<file path="config.mk">
export PLATFORM = sky130hd
export DESIGN_NAME = ocmp_unit
export DESIGN_NICKNAME = d
export VERILOG_FILES = /design/src/hw/ocmp_timer.v /design/src/hw/ocmp_unit.v
export VERILOG_INCLUDE_DIRS = /design/src /design/src/inc
export SDC_FILE = /design/constraint.sdc
export NUM_CORES = 1
export LEC_CHECK = 0
export BUFFER_PORTS_ARGS = -buffer_cell sky130_fd_sc_hd__clkbuf_2
export CAP_MARGIN = 30
export CORE_ASPECT_RATIO = 0.9
export CORE_UTILIZATION = 45
export DETAILED_ROUTE_END_ITERATION = 12
export GPL_TIMING_DRIVEN = 0
export PLACE_DENSITY = 0.59
export SYNTH_ARGS = -nofsm -noshare
export SYNTH_HDL_FRONTEND = slang
export SYNTH_SLANG_ARGS = --single-unit
export TNS_END_PERCENT = 10
</file>
<file path="constraint.sdc">
create_clock -name clock_i -period 6.2 [get_ports clock_i]
set_clock_uncertainty 0.15 [all_clocks]
set_input_delay 1.86 -clock clock_i [delete_from_list [all_inputs] [get_ports clock_i]]
set_output_delay 1.86 -clock clock_i [all_outputs]
set_load 0.02 [all_outputs]
</file>
<file path="src/inc/ocmp_defs.vh">
// Constants for the output compare unit: offsets, fields, resets, modes
`ifndef OCMP_DEFS_VH
`define OCMP_DEFS_VH
`define OCMP_ADDR_CTRL      4'h0
`define OCMP_ADDR_PRI       4'h1
`define OCMP_ADDR_SEC       4'h2
`define OCMP_ADDR_PER2      4'h3
`define OCMP_ADDR_PER3      4'h4
`define OCMP_ADDR_TMR2      4'h5
`define OCMP_ADDR_TMR3      4'h6
`define OCMP_ADDR_STAT      4'h7
`define OCMP_ADDR_TCTL      4'h8
`define OCMP_MODE_LSB       0
`define OCMP_MODE_MSB       2
`define OCMP_TSEL_BIT       3
`define OCMP_FLT_BIT        4
`define OCMP_CTRL_RST       16'h0000
`define OCMP_CMP_RST        16'h0000
`define OCMP_PER_RST        16'hFFFF
`define OCMP_MODE_OFF       3'h0
`define OCMP_MODE_OS_LO     3'h1
`define OCMP_MODE_OS_HI     3'h2
`define OCMP_MODE_TOGGLE    3'h3
`define OCMP_MODE_DLY_OS    3'h4
`define OCMP_MODE_CONT      3'h5
`define OCMP_MODE_PWM       3'h6
`define OCMP_MODE_PWM_FLT   3'h7
`endif

</file>
<file path="src/hw/ocmp_timer.v">
// Free-running up counter with period wrap, used as a compare time base
`timescale 1ns/1ps
`include "ocmp_defs.vh"
module ocmp_timer (
	input  wire        clock_i,
	input  wire        rst_i,
	input  wire        run_i,
	input  wire        per_we_i,
	input  wire [15:0] per_wdata_i,
	output reg  [15:0] count_o,
	output reg  [15:0] period_o,
	output reg         wrap_o
);
	always @(posedge clock_i) begin
		if (rst_i) begin
			count_o  <= 16'h0000;
			period_o <= `OCMP_PER_RST;
			wrap_o   <= 1'b0;
		end else begin
			if (per_we_i)
				period_o <= per_wdata_i;
			wrap_o <= 1'b0;
			if (run_i) begin
				if (count_o == period_o) begin
					count_o <= 16'h0000;
					wrap_o  <= 1'b1;
				end else begin
					count_o <= count_o + 16'h0001;
				end
			end
		end
	end
endmodule // ocmp_timer

</file>
<file path="src/hw/ocmp_unit.v">
// Output compare unit with two time bases, plain register port and one output pin
`timescale 1ns/1ps
`include "ocmp_defs.vh"
module ocmp_unit #(
	parameter [3:0] UNIT_NUM = 4'h1
) (
	input  wire        clock_i,
	input  wire        rst_i,
	input  wire [3:0]  addr_i,
	input  wire [15:0] wdata_i,
	input  wire        wr_i,
	input  wire        rd_i,
	output reg  [15:0] rdata_o,
	input  wire        fault_in_a_i,
	input  wire        fault_in_b_i,
	input  wire        gpio_level_i,
	output reg         compare_out_o,
	output reg         compare_out_oe_n_o,
	output reg         compare_irq_flag_o,
	output reg         fault_flag_o
);
	reg  [2:0]  mode_q;
	reg         tsel_q;
	reg  [15:0] pri_q;
	reg  [15:0] sec_q;
	reg         pin_q;
	reg         done_q;
	reg         armed_q;
	reg         seen_q;
	reg         fault_q;
	reg  [1:0]  run_q;
	reg         fa_s1_q;
	reg         fa_s2_q;
	reg         fb_s1_q;
	reg         fb_s2_q;
	reg         flt_prev_q;
	reg  [15:0] last_cnt_q;
	reg         last_ok_q;
	wire [15:0] cnt2;
	wire [15:0] cnt3;
	wire [15:0] per2;
	wire [15:0] per3;
	wire        wrap2;
	wire        wrap3;
	wire        ctrl_wr;
	wire [15:0] cnt;
	wire        wrap;
	wire        new_cnt;
	wire        pri_hit;
	wire        sec_hit;
	wire        flt_lvl;
	wire        flt_fall;
	wire        flt_set;
	reg         pin_d;
	reg         done_d;
	reg         flag_d;

	// Decoding shared by all register write strobes; readback decodes addr_i in its own case
	function hit;
		input [3:0] a;
		input [3:0] b;
		input       s;
		begin
			hit = s && (a == b);
		end
	endfunction

	function is_pwm;
		input [2:0] m;
		begin
			is_pwm = (m == `OCMP_MODE_PWM) || (m == `OCMP_MODE_PWM_FLT);
		end
	endfunction

	assign ctrl_wr = hit(addr_i, `OCMP_ADDR_CTRL, wr_i);

	ocmp_timer u_tmr2 (
		.clock_i    (clock_i),
		.rst_i      (rst_i),
		.run_i      (run_q[0]),
		.per_we_i   (hit(addr_i, `OCMP_ADDR_PER2, wr_i)),
		.per_wdata_i(wdata_i),
		.count_o    (cnt2),
		.period_o   (per2),
		.wrap_o     (wrap2)
	);

	ocmp_timer u_tmr3 (
		.clock_i    (clock_i),
		.rst_i      (rst_i),
		.run_i      (run_q[1]),
		.per_we_i   (hit(addr_i, `OCMP_ADDR_PER3, wr_i)),
		.per_wdata_i(wdata_i),
		.count_o    (cnt3),
		.period_o   (per3),
		.wrap_o     (wrap3)
	);

	assign cnt  = tsel_q ? cnt3 : cnt2;
	assign wrap = tsel_q ? wrap3 : wrap2;

	// One event per count value; a stalled timer cannot repeat a match
	assign new_cnt = !last_ok_q || (cnt != last_cnt_q);
	// A zero primary compare is skipped until the counter has moved once after enable
	assign pri_hit = new_cnt && (cnt == pri_q) && (pri_q != 16'h0000 || seen_q);
	assign sec_hit = new_cnt && (cnt == sec_q);

	// Fault pins are asynchronous, so both are synchronised before use
	assign flt_lvl  = (UNIT_NUM <= 4'h4) ? fa_s2_q : fb_s2_q;
	assign flt_fall = flt_prev_q && !flt_lvl;
	assign flt_set  = (mode_q == `OCMP_MODE_PWM_FLT) && flt_fall && !fault_q;

	always @* begin
		pin_d  = pin_q;
		done_d = done_q;
		flag_d = 1'b0;
		case (mode_q)
			`OCMP_MODE_OS_LO: begin
				if (pri_hit && !done_q) begin
					pin_d  = 1'b1;
					done_d = 1'b1;
					flag_d = 1'b1;
				end
			end
			`OCMP_MODE_OS_HI: begin
				if (pri_hit && !done_q) begin
					pin_d  = 1'b0;
					done_d = 1'b1;
					flag_d = 1'b1;
				end
			end
			`OCMP_MODE_TOGGLE: begin
				if (pri_hit) begin
					pin_d  = !pin_q;
					flag_d = 1'b1;
				end
			end
			`OCMP_MODE_DLY_OS, `OCMP_MODE_CONT: begin
				if (!done_q) begin
					if (pri_hit && !pin_q) begin
						pin_d = 1'b1;
					end else if (sec_hit && pin_q) begin
						pin_d  = 1'b0;
						flag_d = 1'b1;
						// Delayed one-shot halts here until re-armed
						done_d = (mode_q == `OCMP_MODE_DLY_OS);
					end
				end
			end
			`OCMP_MODE_PWM, `OCMP_MODE_PWM_FLT: begin
				if (wrap)
					pin_d = (sec_q != 16'h0000);
				else if (new_cnt && cnt == pri_q)
					pin_d = 1'b0;
			end
			default: begin
				pin_d = pin_q;
			end
		endcase
	end

	always @(posedge clock_i) begin
		if (rst_i) begin
			mode_q             <= `OCMP_MODE_OFF;
			tsel_q             <= 1'b0;
			pri_q              <= `OCMP_CMP_RST;
			sec_q              <= `OCMP_CMP_RST;
			pin_q              <= 1'b0;
			done_q             <= 1'b0;
			armed_q            <= 1'b0;
			seen_q             <= 1'b0;
			fault_q            <= 1'b0;
			run_q              <= 2'b00;
			fa_s1_q            <= 1'b1;
			fa_s2_q            <= 1'b1;
			fb_s1_q            <= 1'b1;
			fb_s2_q            <= 1'b1;
			flt_prev_q         <= 1'b1;
			last_cnt_q         <= 16'h0000;
			last_ok_q          <= 1'b0;
			rdata_o            <= 16'h0000;
			compare_out_o      <= 1'b0;
			compare_out_oe_n_o <= 1'b1;
			compare_irq_flag_o <= 1'b0;
			fault_flag_o       <= 1'b0;
		end else begin
			fa_s1_q    <= fault_in_a_i;
			fa_s2_q    <= fa_s1_q;
			fb_s1_q    <= fault_in_b_i;
			fb_s2_q    <= fb_s1_q;
			flt_prev_q <= flt_lvl;
			if (hit(addr_i, `OCMP_ADDR_TCTL, wr_i))
				run_q <= wdata_i[1:0];
			last_cnt_q <= cnt;
			last_ok_q  <= 1'b1;
			if (mode_q != `OCMP_MODE_OFF && cnt != 16'h0000)
				seen_q <= 1'b1;
			done_q <= done_d;
			pin_q  <= pin_d;
			if (is_pwm(mode_q) && wrap)
				pri_q <= sec_q;
			// Flag set wins over a software clear in the same cycle
			if (flt_set) begin
				fault_q            <= 1'b1;
				fault_flag_o       <= 1'b1;
				compare_irq_flag_o <= 1'b1;
			end else if (flag_d && !is_pwm(mode_q)) begin
				compare_irq_flag_o <= 1'b1;
			// A pending fault keeps the flag up until a mode rewrite made with the fault pin back high
			end else if (hit(addr_i, `OCMP_ADDR_STAT, wr_i) && wdata_i[0] && !fault_q) begin
				compare_irq_flag_o <= 1'b0;
			end
			if (ctrl_wr) begin
				mode_q     <= wdata_i[`OCMP_MODE_MSB:`OCMP_MODE_LSB];
				tsel_q     <= wdata_i[`OCMP_TSEL_BIT];
				done_q     <= 1'b0;
				seen_q     <= 1'b0;
				last_ok_q  <= 1'b0;
				// A rewrite only ends a fault once the fault pin is back high
				if (flt_lvl) begin
					fault_q      <= 1'b0;
					fault_flag_o <= 1'b0;
				end
				case (wdata_i[`OCMP_MODE_MSB:`OCMP_MODE_LSB])
					`OCMP_MODE_OS_HI:                      pin_q <= 1'b1;
					`OCMP_MODE_TOGGLE:                     pin_q <= pin_q;
					`OCMP_MODE_PWM, `OCMP_MODE_PWM_FLT:    pin_q <= (pri_q != 16'h0000);
					default:                               pin_q <= 1'b0;
				endcase
			end
			// Primary is read-only while PWM runs
			if (hit(addr_i, `OCMP_ADDR_PRI, wr_i) && !is_pwm(mode_q))
				pri_q <= wdata_i;
			if (hit(addr_i, `OCMP_ADDR_SEC, wr_i))
				sec_q <= wdata_i;
			armed_q <= (mode_q != `OCMP_MODE_OFF);
			if (mode_q == `OCMP_MODE_OFF) begin
				compare_out_o      <= gpio_level_i;
				compare_out_oe_n_o <= 1'b0;
			end else begin
				compare_out_o      <= pin_d;
				// Release in the same edge as the fault flag, not one cycle later
				compare_out_oe_n_o <= (mode_q == `OCMP_MODE_PWM_FLT) && (fault_q || flt_set);
			end
			rdata_o <= 16'h0000;
			if (rd_i) begin
				case (addr_i)
					`OCMP_ADDR_CTRL: rdata_o <= {11'h000, fault_q, tsel_q, mode_q};
					`OCMP_ADDR_PRI:  rdata_o <= pri_q;
					`OCMP_ADDR_SEC:  rdata_o <= sec_q;
					`OCMP_ADDR_PER2: rdata_o <= per2;
					`OCMP_ADDR_PER3: rdata_o <= per3;
					`OCMP_ADDR_TMR2: rdata_o <= cnt2;
					`OCMP_ADDR_TMR3: rdata_o <= cnt3;
					`OCMP_ADDR_STAT: rdata_o <= {12'h000, armed_q, pin_q, fault_q,
						compare_irq_flag_o};
					`OCMP_ADDR_TCTL: rdata_o <= {14'h0000, run_q};
					default:         rdata_o <= 16'h0000;
				endcase
			end
		end
	end
endmodule // ocmp_unit

</file>
== Yosys cells after proc, flatten, opt, wreduce, memory -nomap -nowiden ==
Cells that the tools add are included.
Word-level totals
  register bits: 149
  bits of input ports: 27
  word-level logic and storage cells: 151
  output and inout bits: 20
Cells by class
  multiplexer cells: 43
  $add $sub $neg: 2
  reduce and logical (&&, ||, !) cells: 51
  bitwise logic cells: 3
  eq/ne operators: 26
Operators with widths (count)
  $pmux 16 s9: 1
  $mux 16: 5
  $eq 16x16->1: 4
  $reduce_bool 16->1: 3
  $mux 1: 33
  $add 16x1->16 const B: 2
  $logic_and 1x1->1: 23
  $eq 3x3->1 const B: 6
  $eq 4x3->1 const B: 4
  $ne 16x16->1: 1
  $reduce_or 2->1: 8
  $eq 3x2->1 const B: 4
  $eq 4x2->1 const B: 2
  $logic_not 1->1: 6
  $pmux 1 s3: 2
  $reduce_bool 3->1: 2
  $pmux 1 s5: 1
  $eq 4x1->1 const B: 1
  $eq 4x4->1 const B: 1
  $logic_not 4->1: 1
  $logic_or 1x1->1: 4
  $reduce_bool 2->1: 2
  $eq 3x1->1 const B: 1
  $logic_not 3->1: 1
  other kinds (5): 7

== Depth between registers and ports, before layout ==
Gate-level depths: netlist (run 1).
  word-level depth: 12
  mapped depth: 10
  depth with buffers taken out: 8

== Hierarchy ==
Synthesis (run 1) repeated with hierarchy kept, for this count alone.
Unflattened totals
  cell total of the unflattened synthesis: 823
  area total of the unflattened synthesis: 7748.7 um^2
By module, submodules not included
  ocmp_unit: area an instance 4440.5 um^2, times used 1, seq. area each 1661.6 um^2, cells an instance 499
  ocmp_timer: area an instance 1654.1 um^2, times used 2, seq. area each 660.6 um^2, cells an instance 162

== Worst setup path before layout (run 1) ==
OpenSTA, ideal clock, no wires.
  path type: input -> register
  start: in addr_i[2]
  end: reg u_tmr2.period_o[10]
  path buffers: 2
  arrival time: 3.486 ns
  stages on the path: 6
  setup time: 0.129 ns
  setup slack: 2.434 ns
  required time: 5.921 ns
  path through: clkbuf_1 -> nor3_1 -> nand2_1 -> clkbuf_1 -> mux2i_1 -> nand2_1
Between the ends
  cells in the longest elaborated chain, start to end: 2
RTL lines
  start: declaration: line ocmp_unit.v:9  | input wire [3:0] addr_i,
  $eq 4x2->1: line ocmp_unit.v:64  | hit = s && (a == b);
  $logic_and 1x1->1: line ocmp_unit.v:64
  end signal: assignment: line ocmp_timer.v:17  | period_o <= `OCMP_PER_RST;
  end signal: assignment: line ocmp_timer.v:21  | period_o <= per_wdata_i;
  end: declaration: line ocmp_timer.v:11  | output reg [15:0] period_o,
Every way passes these cells.
A chain may end at the register's enable or synchronous reset.

== Worst setup path after layout (run 1) ==
  start: in addr_i[1]
  end: reg rdata_o[7]
Between the ends
  cells in the longest elaborated chain, start to end: 2
  elaborated cells on any way between the ends: 10
  classes of those cells: eq/ne (8); mux (1); reduce/logical (1)
RTL lines
  $eq 4x4->1 (tied with other cells): line ocmp_unit.v:247  | case (addr_i)
  $pmux 16 s9 *: line ocmp_unit.v:247
  end signal: assignment: line ocmp_unit.v:248  | `OCMP_ADDR_CTRL: rdata_o <= {11'h000, fault_q, tsel_q, mode_q};
  end signal: assignment: line ocmp_unit.v:249  | `OCMP_ADDR_PRI: rdata_o <= pri_q;
  end signal: assignment: line ocmp_unit.v:250  | `OCMP_ADDR_SEC: rdata_o <= sec_q;
  end: declaration: line ocmp_unit.v:13  | output reg [15:0] rdata_o,
Every way passes the cells marked *; elsewhere a longest branch is shown, timed or not.

==> out/qor.tcl, run 1 <==
set qor(run_status) {completed}
set qor(filler_cell_count) 1464
set qor(timing.final.ws_setup_ns) 2.35
set qor(gr-total-overflow) 0
set qor(dr.first_iter.drc_count) 559
set qor(worst_r2r_startpoint) {u_tmr2.count_o[2]$_SDFFE_PP0P_}
set qor(die_outline_area_sq_um) 17000
set qor(timing.critical_path.required_ns) 6.39
set qor(firstDrtPassIters) 5
set qor(hold_start) {fa_s1_q$_SDFF_PP1_}
set qor(largest_net_degree_at_the_start_of_global_routing) 17
set qor(placement.setup.worst_slack_ns) 2.00
set qor(cts_buffer_depth) 2
set qor(numClockSinks) 149
set qor(number_of_cells_produced_by_synthesis) 846
set qor(grt_pass1_vias) 6653
set qor(clock_tree_root) {sky130_fd_sc_hd__clkbuf_16}
set qor(hold_viol) 0
set qor(register_bit_total_from_synthesis) 149
set qor(cts-htree-levels) 4
set qor(cts.repair_timing.setup_buffer_count) 0
set qor(post_route_cells_drive_above_1_share) 0.112
set qor(core_area_sq_um) 16100
set qor(drc_errors) 0
set qor(cellLeakagePower_nw) 3.04
set qor(dp_hpwl_mm) 19.1
set qor(numPlacedInstances) 1096
set qor(flow.area_growth_from_synthesis_pct) 14.6
set qor(ctsHoldBuffers) 0
set qor(rsz_0062_raised_after_global_routing) {no}
set qor(number_of_enable_flip_flop_cells_after_synthesis) 0
set qor(worstPathMaxFanout) 10
set qor(slew_headroom) 0.277
set qor(initial_antenna_violation_count) 0
set qor(clock_insertion_delay_worst_skew_ns) 0.43
set qor(synthesis.area_sq_um) 7430
set qor(setup_tns_ns) 0
set qor(ant_nets) 0
set qor(setup-violations-final) 0
set qor(placementRows) 44
set qor(timing.final.crit_share) 0.621
set qor(ioPinCount) 47
set qor(tritoncts) {done}
set qor(synth_seq_area_share) 0.401
set qor(drt-total-wl_mm) 24.9
set qor(commonest_cells_after_routing_fill_and_taps_aside) {sky130_fd_sc_hd__dfxtp_1, sky130_fd_sc_hd__nand2_1, sky130_fd_sc_hd__nor2_1, sky130_fd_sc_hd__xnor2_1, sky130_fd_sc_hd__clkbuf_1}
set qor(synth_area_per_cell_sq_um) 8.78
set qor(ir_drop_v) 0.000201
set qor(instances_no_fill) 1128
set qor(gpl.final_weighted_congestion) 0.977
set qor(timing.hold.worst.class) {reg2reg}
set qor(cap_violations) 0
set qor(fin_crit_ns) 3.85
set qor(layout.cells.most_common) {sky130_fd_sc_hd__dfxtp_1}
set qor(route.vias.total) 6711
set qor(final_max_slew_viol_count) 0
set qor(startpoint_class) {input pin}
set qor(synth_fp_nets) 875
set qor(netlist-cell-type-count) 58
set qor(synthArstFlopShare) 0
set qor(grt_first_pass_wirelength_mm) 37.7
set qor(synth_flop_cell) {sky130_fd_sc_hd__dfxtp_1}
set qor(die-height_microns) 124
set qor(max_clock_freq_mhz) 260
set qor(grt.total_usage) 0.309
set qor(cts.reportedPaths.clkPinSlew_ns) 0.06
set qor(die_w_microns) 137
set qor(cp-end-kind) {flop}
set qor(initial_core_util) 0.461
set qor(worst_pin_slew_ns) 1.08
set qor(critical_path.startpoint) {addr_i[1]}
set qor(detail_route.wl_per_cell_microns) 22.1
set qor(number_of_gates_given_a_new_drive_strength_after_cts) 0
set qor(mean_number_of_vias_per_cell) 5.95
set qor(number_of_buffers_added_by_the_clock_tree_synthesis_step) 17
set qor(ys_warn_count) 0
set qor(power_per_cell_area_nw_per_um2) 258
set qor(nets) 937
set qor(timing.setup.critical_path_class) {in2reg}
set qor(port_buffer_count) 41
set qor(arrival_ns) 4.04
set qor(antennaDiodeCount) 0
==> critical path, stage by stage <==
cell	delay (ns)
sky130_fd_sc_hd__clkbuf_2	0.12
sky130_fd_sc_hd__nand2b_1	0.19
sky130_fd_sc_hd__nor3_1	0.83
sky130_fd_sc_hd__clkbuf_1	0.53
sky130_fd_sc_hd__a22oi_1	0.24
sky130_fd_sc_hd__a31oi_1	0.27
==> layout make-up <==
type                       count  area (sq um)  share of cell area
buffer                        62           265              0.0311
clock buffer                  19           443              0.0520
clock inverter                13           171              0.0201
inverter                       7          26.3             0.00308
multi-input combinational    628          4160               0.488
sequential                   149          2980               0.350
tap                          207           259              0.0304
timing repair buffer          43           215              0.0253
==> where the power goes <==
part           switching, mW  internal, mW  leakage [nW]
sequential            0.0131         0.969          1.21
clock                  0.437         0.651         0.300
combinational         0.0853        0.0401          1.54
total                  0.536          1.66          3.04
==> cells in the mapped netlist (3+ instances only) <==
library cell               count  area, sq um
sky130_fd_sc_hd__dfxtp_1     149         2980
sky130_fd_sc_hd__nand2_1     101          379
sky130_fd_sc_hd__nor2_1       91          342
sky130_fd_sc_hd__xnor2_1      66          578
sky130_fd_sc_hd__clkbuf_1     55          206
sky130_fd_sc_hd__nand3_1      41          205
sky130_fd_sc_hd__xor2_1       41          359
sky130_fd_sc_hd__a22oi_1      37          278
sky130_fd_sc_hd__mux2i_1      37          370
sky130_fd_sc_hd__a21oi_1      27          135
sky130_fd_sc_hd__a31oi_1      21          131
sky130_fd_sc_hd__nand4_1      21          131
sky130_fd_sc_hd__nor4_1       20          125
sky130_fd_sc_hd__a211oi_1     17          128
sky130_fd_sc_hd__mux2i_4      12          270
sky130_fd_sc_hd__and3_1       11         68.8
sky130_fd_sc_hd__nor3_1       11         55.1
sky130_fd_sc_hd__or3_1         8         50.1
sky130_fd_sc_hd__inv_1         6         22.5
sky130_fd_sc_hd__o21ai_0       5         25.0
sky130_fd_sc_hd__or2_2         5         31.3
sky130_fd_sc_hd__a221oi_1      4         35.0
sky130_fd_sc_hd__a22o_1        4         35.0
sky130_fd_sc_hd__mux2i_2       4         55.1
sky130_fd_sc_hd__buf_1         3         11.3
sky130_fd_sc_hd__nand2b_1      3         18.8
sky130_fd_sc_hd__nor3b_1       3         22.5
sky130_fd_sc_hd__o211ai_1      3         22.5
==> cells by family (layout without fill, tap and decap cells) <==
logic type               Yosys count  in the layout  share of synthesized area
AND/OR/NAND/NOR                  328            328                      0.206
flip-flops                       149            149                      0.401
AO/OA/AOI/OAI                    137            137                      0.129
XOR/XNOR                         107            107                      0.126
buffers and inverters             69            144                     0.0392
multiplexers                      54             54                     0.0951
adder cells (fa/ha/maj)            2              2                    0.00337
==> flip-flops by register name (all words and copies together), names as in the netlist, 2 cells and up <==
name,flops
run_q,2
u_tmr3.count_o,16
u_tmr3.period_o,16
sec_q,16
pri_q,16
u_tmr2.period_o,16
mode_q,3
last_cnt_q,16
rdata_o,16
u_tmr2.count_o,16
==> per-stage QoR <==
step / power [mW] / area [sq um] / util / hold WS (ns)
6_report: 2.20 / 8520 / 0.528 / 0.267
5_1_grt: 2.26 / 8520 / 0.528 / 0.300
4_1_cts: 2.20 / 8520 / 0.528 / 0.268
3_5_place_dp: 1.13 / 7910 / 0.490 / 0.248
3_3_place_gp: 1.12 / 7900 / 0.489 / 0.242
2_1_floorplan: 1.07 / 7430 / - / 0.239
==> layer usage <==
metal / part of all wire / global-route usage
met1: 0.43 / 0.398
met2: 0.46 / 0.493
met3: 0.084 / 0.0741
met4: 0.030 / 0.129
met5: 0 / 0
==> worst paths after layout <==
path | end | slack (ns) | cells after the start
max | rdata_o[7]$_SDFF_PP0_ | 2.35 | 6
min | fa_s2_q$_SDFF_PP1_ | 0.27 | 1
max reg2reg | pin_q$_SDFFE_PP0P_ | 2.69 | 9
min reg2reg | fa_s2_q$_SDFF_PP1_ | 0.27 | 1
Note: power is estimated with default switching activity, not from simulation.
==> run 2, diff against run 1 <==
--- a/config.mk
+++ b/config.mk
@@ -12,7 +12,7 @@
 export CORE_UTILIZATION = 45
 export DETAILED_ROUTE_END_ITERATION = 12
 export GPL_TIMING_DRIVEN = 0
-export PLACE_DENSITY = 0.59
+export PLACE_DENSITY = 0.61
 export SYNTH_ARGS = -nofsm -noshare
 export SYNTH_HDL_FRONTEND = slang
 export SYNTH_SLANG_ARGS = --single-unit
==> constraint.sdc (replaced) <==
create_clock -name clock_i -period 3.3 [get_ports clock_i]
set_clock_uncertainty 0.15 [all_clocks]
set_input_delay 0.99 -clock clock_i [delete_from_list [all_inputs] [get_ports clock_i]]
set_output_delay 0.99 -clock clock_i [all_outputs]
set_load 0.02 [all_outputs]
==> out/qor.tcl, run 2 (same netlist as run 1, synthesis figures left out) <==
set qor(power_frac_comb) 0.059 ;# +0.002
set qor(antennaDiodeCount) 0 ;# unchanged
set qor(port_buffer_count) 41 ;# unchanged
set qor(globalRouteMet2Util) 0.438 ;# -0.0553
set qor(cts-htree-levels) 4 ;# unchanged
set qor(post_route_cells_drive_above_1_share) 0.127 ;# +0.0154
set qor(finish.instance_area_sq_um) 8660 ;# +1.6%
set qor(groute.layer.met3.usage) 0.0611 ;# -0.0130
set qor(route.vias.total) 6661 ;# -0.75%
set qor(timing.final.ws_setup_ns) 0.0350 ;# -2.31 ns
set qor(cts.reportedPaths.clkPinSlew_ns) 0.07 ;# about the same
set qor(largest_net_degree_at_the_start_of_global_routing) 17 ;# unchanged
set qor(ant_nets) 0 ;# unchanged
set qor(fin_crit_ns) 3.26
set qor(commonest_cells_after_routing_fill_and_taps_aside) {sky130_fd_sc_hd__dfxtp_1, sky130_fd_sc_hd__nand2_1, sky130_fd_sc_hd__nor2_1, sky130_fd_sc_hd__xnor2_1, sky130_fd_sc_hd__clkbuf_1}
set qor(nets) 951 ;# +1.5%
set qor(clock_tree_root) {sky130_fd_sc_hd__clkbuf_16}
set qor(die_outline_area_sq_um) 17000 ;# unchanged
set qor(multi_input_area_sq_um) 4190 ;# +0.90%
set qor(run_status) {completed}
set qor(initial_antenna_violation_count) 0 ;# unchanged
set qor(placementRows) 44 ;# unchanged
set qor(drc_errors) 0 ;# unchanged
set qor(grt_pass1_vias) 6177 ;# -7.2%
set qor(gpl.final_weighted_congestion) 0.985 ;# +0.78%
set qor(mean_number_of_vias_per_cell) 5.83 ;# -2.0%
set qor(number_of_buffers_added_by_the_clock_tree_synthesis_step) 17 ;# unchanged
set qor(numClockSinks) 149 ;# unchanged
set qor(timing.hold.worst.class) {reg2reg}
set qor(detail_route.wl_per_cell_microns) 21.0 ;# -4.8%
set qor(worstPathMaxFanout) 10 ;# unchanged
set qor(arrival_ns) 3.46 ;# -0.58 ns
set qor(grt_busiest_layer) {met2}
set qor(slew_headroom) 0.305 ;# +0.0280
set qor(cp-end-kind) {flop}
set qor(dp_hpwl_mm) 18.5 ;# -3.0%
set qor(placed_area_sq_um) 7910 ;# about the same
set qor(worst_pin_slew_ns) 1.03 ;# -0.0482 ns
set qor(hold-worst-slack_ns) 0.258 ;# -0.00902 ns
set qor(hold_viol) 0 ;# unchanged
set qor(instances_no_fill) 1142 ;# +1.2%
set qor(setup-violations-final) 0 ;# unchanged
set qor(grt_first_pass_wirelength_mm) 36.2 ;# -3.8%
set qor(power.net_switching_mw) 1.02 ;# +90%
set qor(cell_internal_pwr_mw) 3.04 ;# +83%
set qor(initial_core_util) 0.461 ;# unchanged
set qor(flow.area_growth_from_synthesis_pct) 16.5
set qor(setup_tns_ns) 0 ;# unchanged
set qor(core_area_sq_um) 16100 ;# unchanged
set qor(power_frac_clock) 0.485 ;# -0.010
set qor(ctsHoldBuffers) 0 ;# unchanged
set qor(cap_violations) 0 ;# unchanged
set qor(power_mw) 4.05 ;# +85%
set qor(rsz_0062_raised_after_global_routing) {no}
set qor(timing.critical_path.required_ns) 3.50 ;# -2.89 ns
set qor(power_per_cell_area_nw_per_um2) 468 ;# +82%
set qor(gr-total-overflow) 0 ;# unchanged
set qor(grt_util_met1) 0.417 ;# +0.0190
set qor(timing.final.crit_share) 0.989
set qor(drt-total-wl_mm) 24.0 ;# -3.6%
set qor(cellLeakagePower_nw) 3.10 ;# +1.9%
set qor(swShare) 0.251 ;# +0.00703
set qor(numPlacedInstances) 1096 ;# unchanged
set qor(dr.first_iter.drc_count) 661 ;# +18%
set qor(final_max_slew_viol_count) 0 ;# unchanged
set qor(layout.cells.most_common) {sky130_fd_sc_hd__dfxtp_1}
set qor(reg2reg_setup_slack_ns) 0.04 ;# -2.65 ns
set qor(placement.setup.worst_slack_ns) -0.235 ;# -2.23 ns
set qor(final_util) 0.537 ;# +0.00861
set qor(max_clock_freq_mhz) 306
set qor(cts_buffer_depth) 2 ;# unchanged
set qor(die-height_microns) 124 ;# unchanged
set qor(grt.total_usage) 0.296 ;# -0.0128
set qor(tritoncts) {done}
set qor(timing.setup.critical_path_class) {reg2reg}
set qor(ir_drop_v) 0.000589 ;# +190%
set qor(power_frac_seq) 0.456 ;# +0.009
set qor(sequential_area_sq_um) 2980 ;# unchanged
set qor(ioPinCount) 47 ;# unchanged
set qor(clock_insertion_delay_worst_skew_ns) 0.43 ;# about the same
set qor(die_w_microns) 137 ;# unchanged
set qor(firstDrtPassIters) 5 ;# unchanged
set qor(startpoint_class) {flop}
set qor(filler_cell_count) 1547 ;# +5.7%
run 2: changes by cell type in the layout (fill, tap and decap cells not counted), moves of 2 or more:
cell,previous run,this run
sky130_fd_sc_hd__buf_2,3,1
sky130_fd_sc_hd__mux2i_4,12,14
sky130_fd_sc_hd__inv_6,3,5
sky130_fd_sc_hd__mux2i_2,4,2
sky130_fd_sc_hd__buf_4,0,15
run 2: critical path, stage by stage (launching register included):
cell and delay [ns]:
sky130_fd_sc_hd__dfxtp_1 0.32, sky130_fd_sc_hd__buf_6 0.15, sky130_fd_sc_hd__buf_12 0.20, sky130_fd_sc_hd__mux2i_4 0.39
sky130_fd_sc_hd__xor2_1 0.25, sky130_fd_sc_hd__nand4_1 0.19, sky130_fd_sc_hd__nor4_4 0.36, sky130_fd_sc_hd__o31ai_2 0.21
sky130_fd_sc_hd__or3_1 0.43, sky130_fd_sc_hd__o221a_2 0.28, sky130_fd_sc_hd__a311oi_2 0.23
run 2: worst paths after layout:
kind	startpoint	end	depth (start not counted)
worst min-delay path	fa_s1_q$_SDFF_PP1_	fa_s2_q$_SDFF_PP1_	1
worst max register to register	tsel_q$_SDFFE_PP0P_	pin_q$_SDFFE_PP0P_	10
worst max-delay path	tsel_q$_SDFFE_PP0P_	pin_q$_SDFFE_PP0P_	10
worst min register to register	fa_s1_q$_SDFF_PP1_	fa_s2_q$_SDFF_PP1_	1
run 2: routing by layer:
metal	part of all wire	wire length, microns
met4	0.028	674
met5	0	0
met3	0.073	1750
met1	0.46	11100
met2	0.44	10500
run 2: timing repair:
| item | CTS | global route |
|---|---|---|
| setup buffers | 0 | 14 |
| setup endpoints to repair | 3 | 2 |
| gates resized for setup | 3 | 2 |
| hold endpoints to repair | 0 | 0 |
run 2: power groups by stage:
stage               clock network [mW]  registers [mW]  logic, mW
floorplan                            0            1.88      0.138
global placement                     0            1.89      0.229
detailed placement                   0            1.89      0.229
CTS                               1.99            1.85      0.235
global route                      2.07            1.85      0.259
finish                            1.97            1.85      0.240
run 2: layout make-up:
cell class	count	share of cell area
inverter	7	0.00303
timing repair buffer	57	0.0390
clock buffer	18	0.0496
tap	207	0.0299
buffer	62	0.0306
multi-input combinational	628	0.484
clock inverter	14	0.0189
sequential	149	0.345
==> run 3, diff against run 2 <==
--- a/config.mk
+++ b/config.mk
@@ -13,6 +13,7 @@
 export DETAILED_ROUTE_END_ITERATION = 12
 export GPL_TIMING_DRIVEN = 0
 export PLACE_DENSITY = 0.61
+export RECOVER_POWER = 50
 export SYNTH_ARGS = -nofsm -noshare
 export SYNTH_HDL_FRONTEND = slang
 export SYNTH_SLANG_ARGS = --single-unit
==> out/qor.tcl, run 3 (same netlist as run 1, synthesis figures left out) <==
set qor(route.vias.total) 6687 ;# +0.39%
set qor(clock_insertion_delay_worst_skew_ns) 0.43 ;# about the same
set qor(arrival_ns) 3.46 ;# about the same
set qor(cp_slowest_stage_delay_ns) 0.43 ;# about the same
set qor(numClockSinks) 149 ;# unchanged
set qor(hold_viol) 0 ;# unchanged
set qor(grt.total_usage) 0.296 ;# unchanged
set qor(cts_buffer_depth) 2 ;# unchanged
set qor(number_of_buffers_added_by_the_clock_tree_synthesis_step) 17 ;# unchanged
set qor(flow.area_growth_from_synthesis_pct) 16.2
set qor(startpoint_class) {flop}
set qor(setup-violations-final) 0 ;# unchanged
set qor(core_area_sq_um) 16100 ;# unchanged
set qor(final_max_slew_viol_count) 0 ;# unchanged
set qor(grt_pass1_vias) 6177 ;# unchanged
set qor(layout.cells.most_common) {sky130_fd_sc_hd__dfxtp_1}
set qor(grt_first_pass_wirelength_mm) 36.2 ;# unchanged
set qor(critPathSlowestCell) {sky130_fd_sc_hd__or3_1}
set qor(cp-end-kind) {flop}
set qor(final_util) 0.535 ;# -0.00163
set qor(filler_cell_count) 1558 ;# +0.71%
set qor(ir_drop_v) 0.000591 ;# +0.33%
set qor(slew_headroom) 0.302 ;# -0.00290
set qor(initial_core_util) 0.461 ;# unchanged
set qor(initial_antenna_violation_count) 0 ;# unchanged
set qor(power_per_cell_area_nw_per_um2) 470 ;# +0.43%
set qor(mean_number_of_vias_per_cell) 5.86 ;# +0.39%
set qor(die_outline_area_sq_um) 17000 ;# unchanged
set qor(timing.critical_path.required_ns) 3.50 ;# about the same
set qor(timing.final.crit_share) 0.988 ;# -0.00176
set qor(sequential_area_sq_um) 2980 ;# unchanged
set qor(worst_r2r_startpoint) {tsel_q$_SDFFE_PP0P_}
set qor(ctsHoldBuffers) 0 ;# unchanged
set qor(reg2reg_setup_slack_ns) 0.04 ;# about the same
set qor(largest_net_degree_at_the_start_of_global_routing) 17 ;# unchanged
set qor(cap_violations) 0 ;# unchanged
set qor(gr-total-overflow) 0 ;# unchanged
set qor(placementRows) 44 ;# unchanged
set qor(gpl.final_weighted_congestion) 0.985 ;# unchanged
set qor(ant_nets) 0 ;# unchanged
set qor(ioPinCount) 47 ;# unchanged
set qor(clock_tree_root) {sky130_fd_sc_hd__clkbuf_16}
set qor(setup_tns_ns) 0 ;# unchanged
set qor(die-height_microns) 124 ;# unchanged
set qor(drt-total-wl_mm) 24.1 ;# +0.29%
set qor(fin_crit_ns) 3.26 ;# -0.00581 ns
set qor(critical_path.cell_chain) {buf_6 > buf_12 > mux2i_4 > xor2_1 > nand4_1 > nor4_4 > o31ai_2 > or3_1 > o221a_2 > a311oi_2}
set qor(cellLeakagePower_nw) 3.03 ;# -2.3%
set qor(dr.first_iter.drc_count) 605 ;# -8.5%
set qor(firstDrtPassIters) 5 ;# unchanged
set qor(run_status) {completed}
set qor(rsz_0062_raised_after_global_routing) {no}
set qor(worstPathMaxFanout) 10 ;# unchanged
set qor(power_mw) 4.06 ;# +0.12%
set qor(commonest_cells_after_routing_fill_and_taps_aside) {sky130_fd_sc_hd__dfxtp_1, sky130_fd_sc_hd__nand2_1, sky130_fd_sc_hd__nor2_1, sky130_fd_sc_hd__clkbuf_1, sky130_fd_sc_hd__xnor2_1}
set qor(detail_route.wl_per_cell_microns) 21.1 ;# +0.29%
set qor(hold_start) {fa_s1_q$_SDFF_PP1_}
set qor(timing.hold.worst.class) {reg2reg}
set qor(antennaDiodeCount) 0 ;# unchanged
set qor(max_clock_freq_mhz) 307 ;# +0.18%
set qor(cts.reportedPaths.clkPinSlew_ns) 0.07 ;# about the same
set qor(post_route_cells_drive_above_1_share) 0.105 ;# -0.0225
set qor(dp_hpwl_mm) 18.5 ;# unchanged
set qor(nets) 951 ;# unchanged
set qor(multi_input_area_sq_um) 4190 ;# unchanged
set qor(die_w_microns) 137 ;# unchanged
set qor(worst_pin_slew_ns) 1.03 ;# +0.00429 ns
set qor(worst_hold_path.endpoint) {fa_s2_q$_SDFF_PP1_}
set qor(drc_errors) 0 ;# unchanged
set qor(reg2regPathDepth) 10 ;# unchanged
set qor(timing.setup.critical_path_class) {reg2reg}
set qor(tritoncts) {done}
set qor(cpLargestDelayFamily) {simple AND/OR/NAND/NOR gates}
set qor(worstHoldPathCells) 1 ;# unchanged
set qor(crit_buf_inv) 2 ;# unchanged
set qor(cts-htree-levels) 4 ;# unchanged
set qor(port_buffer_count) 41 ;# unchanged
set qor(worstReg2RegEnd) {pin_q$_SDFFE_PP0P_}
==> run 3: layout make-up <==
class / instances / area share
buffer: 62 / 0.0307
clock buffer: 18 / 0.0497
clock inverter: 14 / 0.0190
inverter: 7 / 0.00304
multi-input combinational: 628 / 0.486
sequential: 149 / 0.346
tap: 207 / 0.0300
timing repair buffer: 57 / 0.0361
==> run 3: per-layer routing <==
metal  GRT usage  up-vias  part of all wire  wire, microns
met4       0.120        0             0.029            690
met3      0.0611       46             0.073           1770
met1       0.417     3193              0.46          11100
met5           0        -                 0              0
li1            -     3154                 -              -
met2       0.438      294              0.44          10500
==> run 3: worst register-to-register path, cell delays in order (launching register included) <==
cell and delay (ns):
sky130_fd_sc_hd__dfxtp_1 0.32, sky130_fd_sc_hd__buf_6 0.15, sky130_fd_sc_hd__buf_12 0.20, sky130_fd_sc_hd__mux2i_4 0.40, sky130_fd_sc_hd__xor2_1 0.25, sky130_fd_sc_hd__nand4_1 0.19
sky130_fd_sc_hd__nor4_4 0.36, sky130_fd_sc_hd__o31ai_2 0.21, sky130_fd_sc_hd__or3_1 0.43, sky130_fd_sc_hd__o221a_2 0.28, sky130_fd_sc_hd__a311oi_2 0.23
==> run 3: worst max path at each step <==
stage	from	to	slack, ns	cells after the start
after CTS	tsel_q$_SDFFE_PP0P_	pin_q$_SDFFE_PP0P_	0.05	10
after global routing	tsel_q$_SDFFE_PP0P_	pin_q$_SDFFE_PP0P_	0.01	10
after floorplan	addr_i[2]	u_tmr2.period_o[10]$_SDFFE_PP1P_	0.40	6
final	tsel_q$_SDFFE_PP0P_	pin_q$_SDFFE_PP0P_	0.04	10
after global placement	addr_i[2]	u_tmr2.period_o[15]$_SDFFE_PP1P_	-0.63	7
after detailed placement	tsel_q$_SDFFE_PP0P_	pin_q$_SDFFE_PP0P_	-0.23	10
==> run 3: what timing repair did <==
| item | in CTS | in global routing |
|---|---|---|
| gates resized for setup | 3 | 2 |
| endpoints found under the setup margin | 3 | 2 |
| buffers inserted | 0 | 14 |
==> run 3: power breakdown <==
part	internal [mW]	switching, mW
sequential	1.82	0.0265
combinational	0.0783	0.161
clock	1.14	0.836
==> run 3: stage by stage <==
| stage | cells | instance area (sq um) | setup slack (ns) | hold slack (ns) |
|---|---|---|---|---|
| finish | 1142 | 8630 | 0.0409 | 0.258 |
| global route | 1142 | 8630 | 0.0104 | 0.265 |
| global placement | 1094 | 7900 | -0.631 | 0.244 |
| CTS | 1128 | 8530 | 0.0451 | 0.260 |
| detailed placement | 1096 | 7910 | -0.235 | 0.243 |
| floorplan | 846 | 7430 | 0.404 | 0.239 |
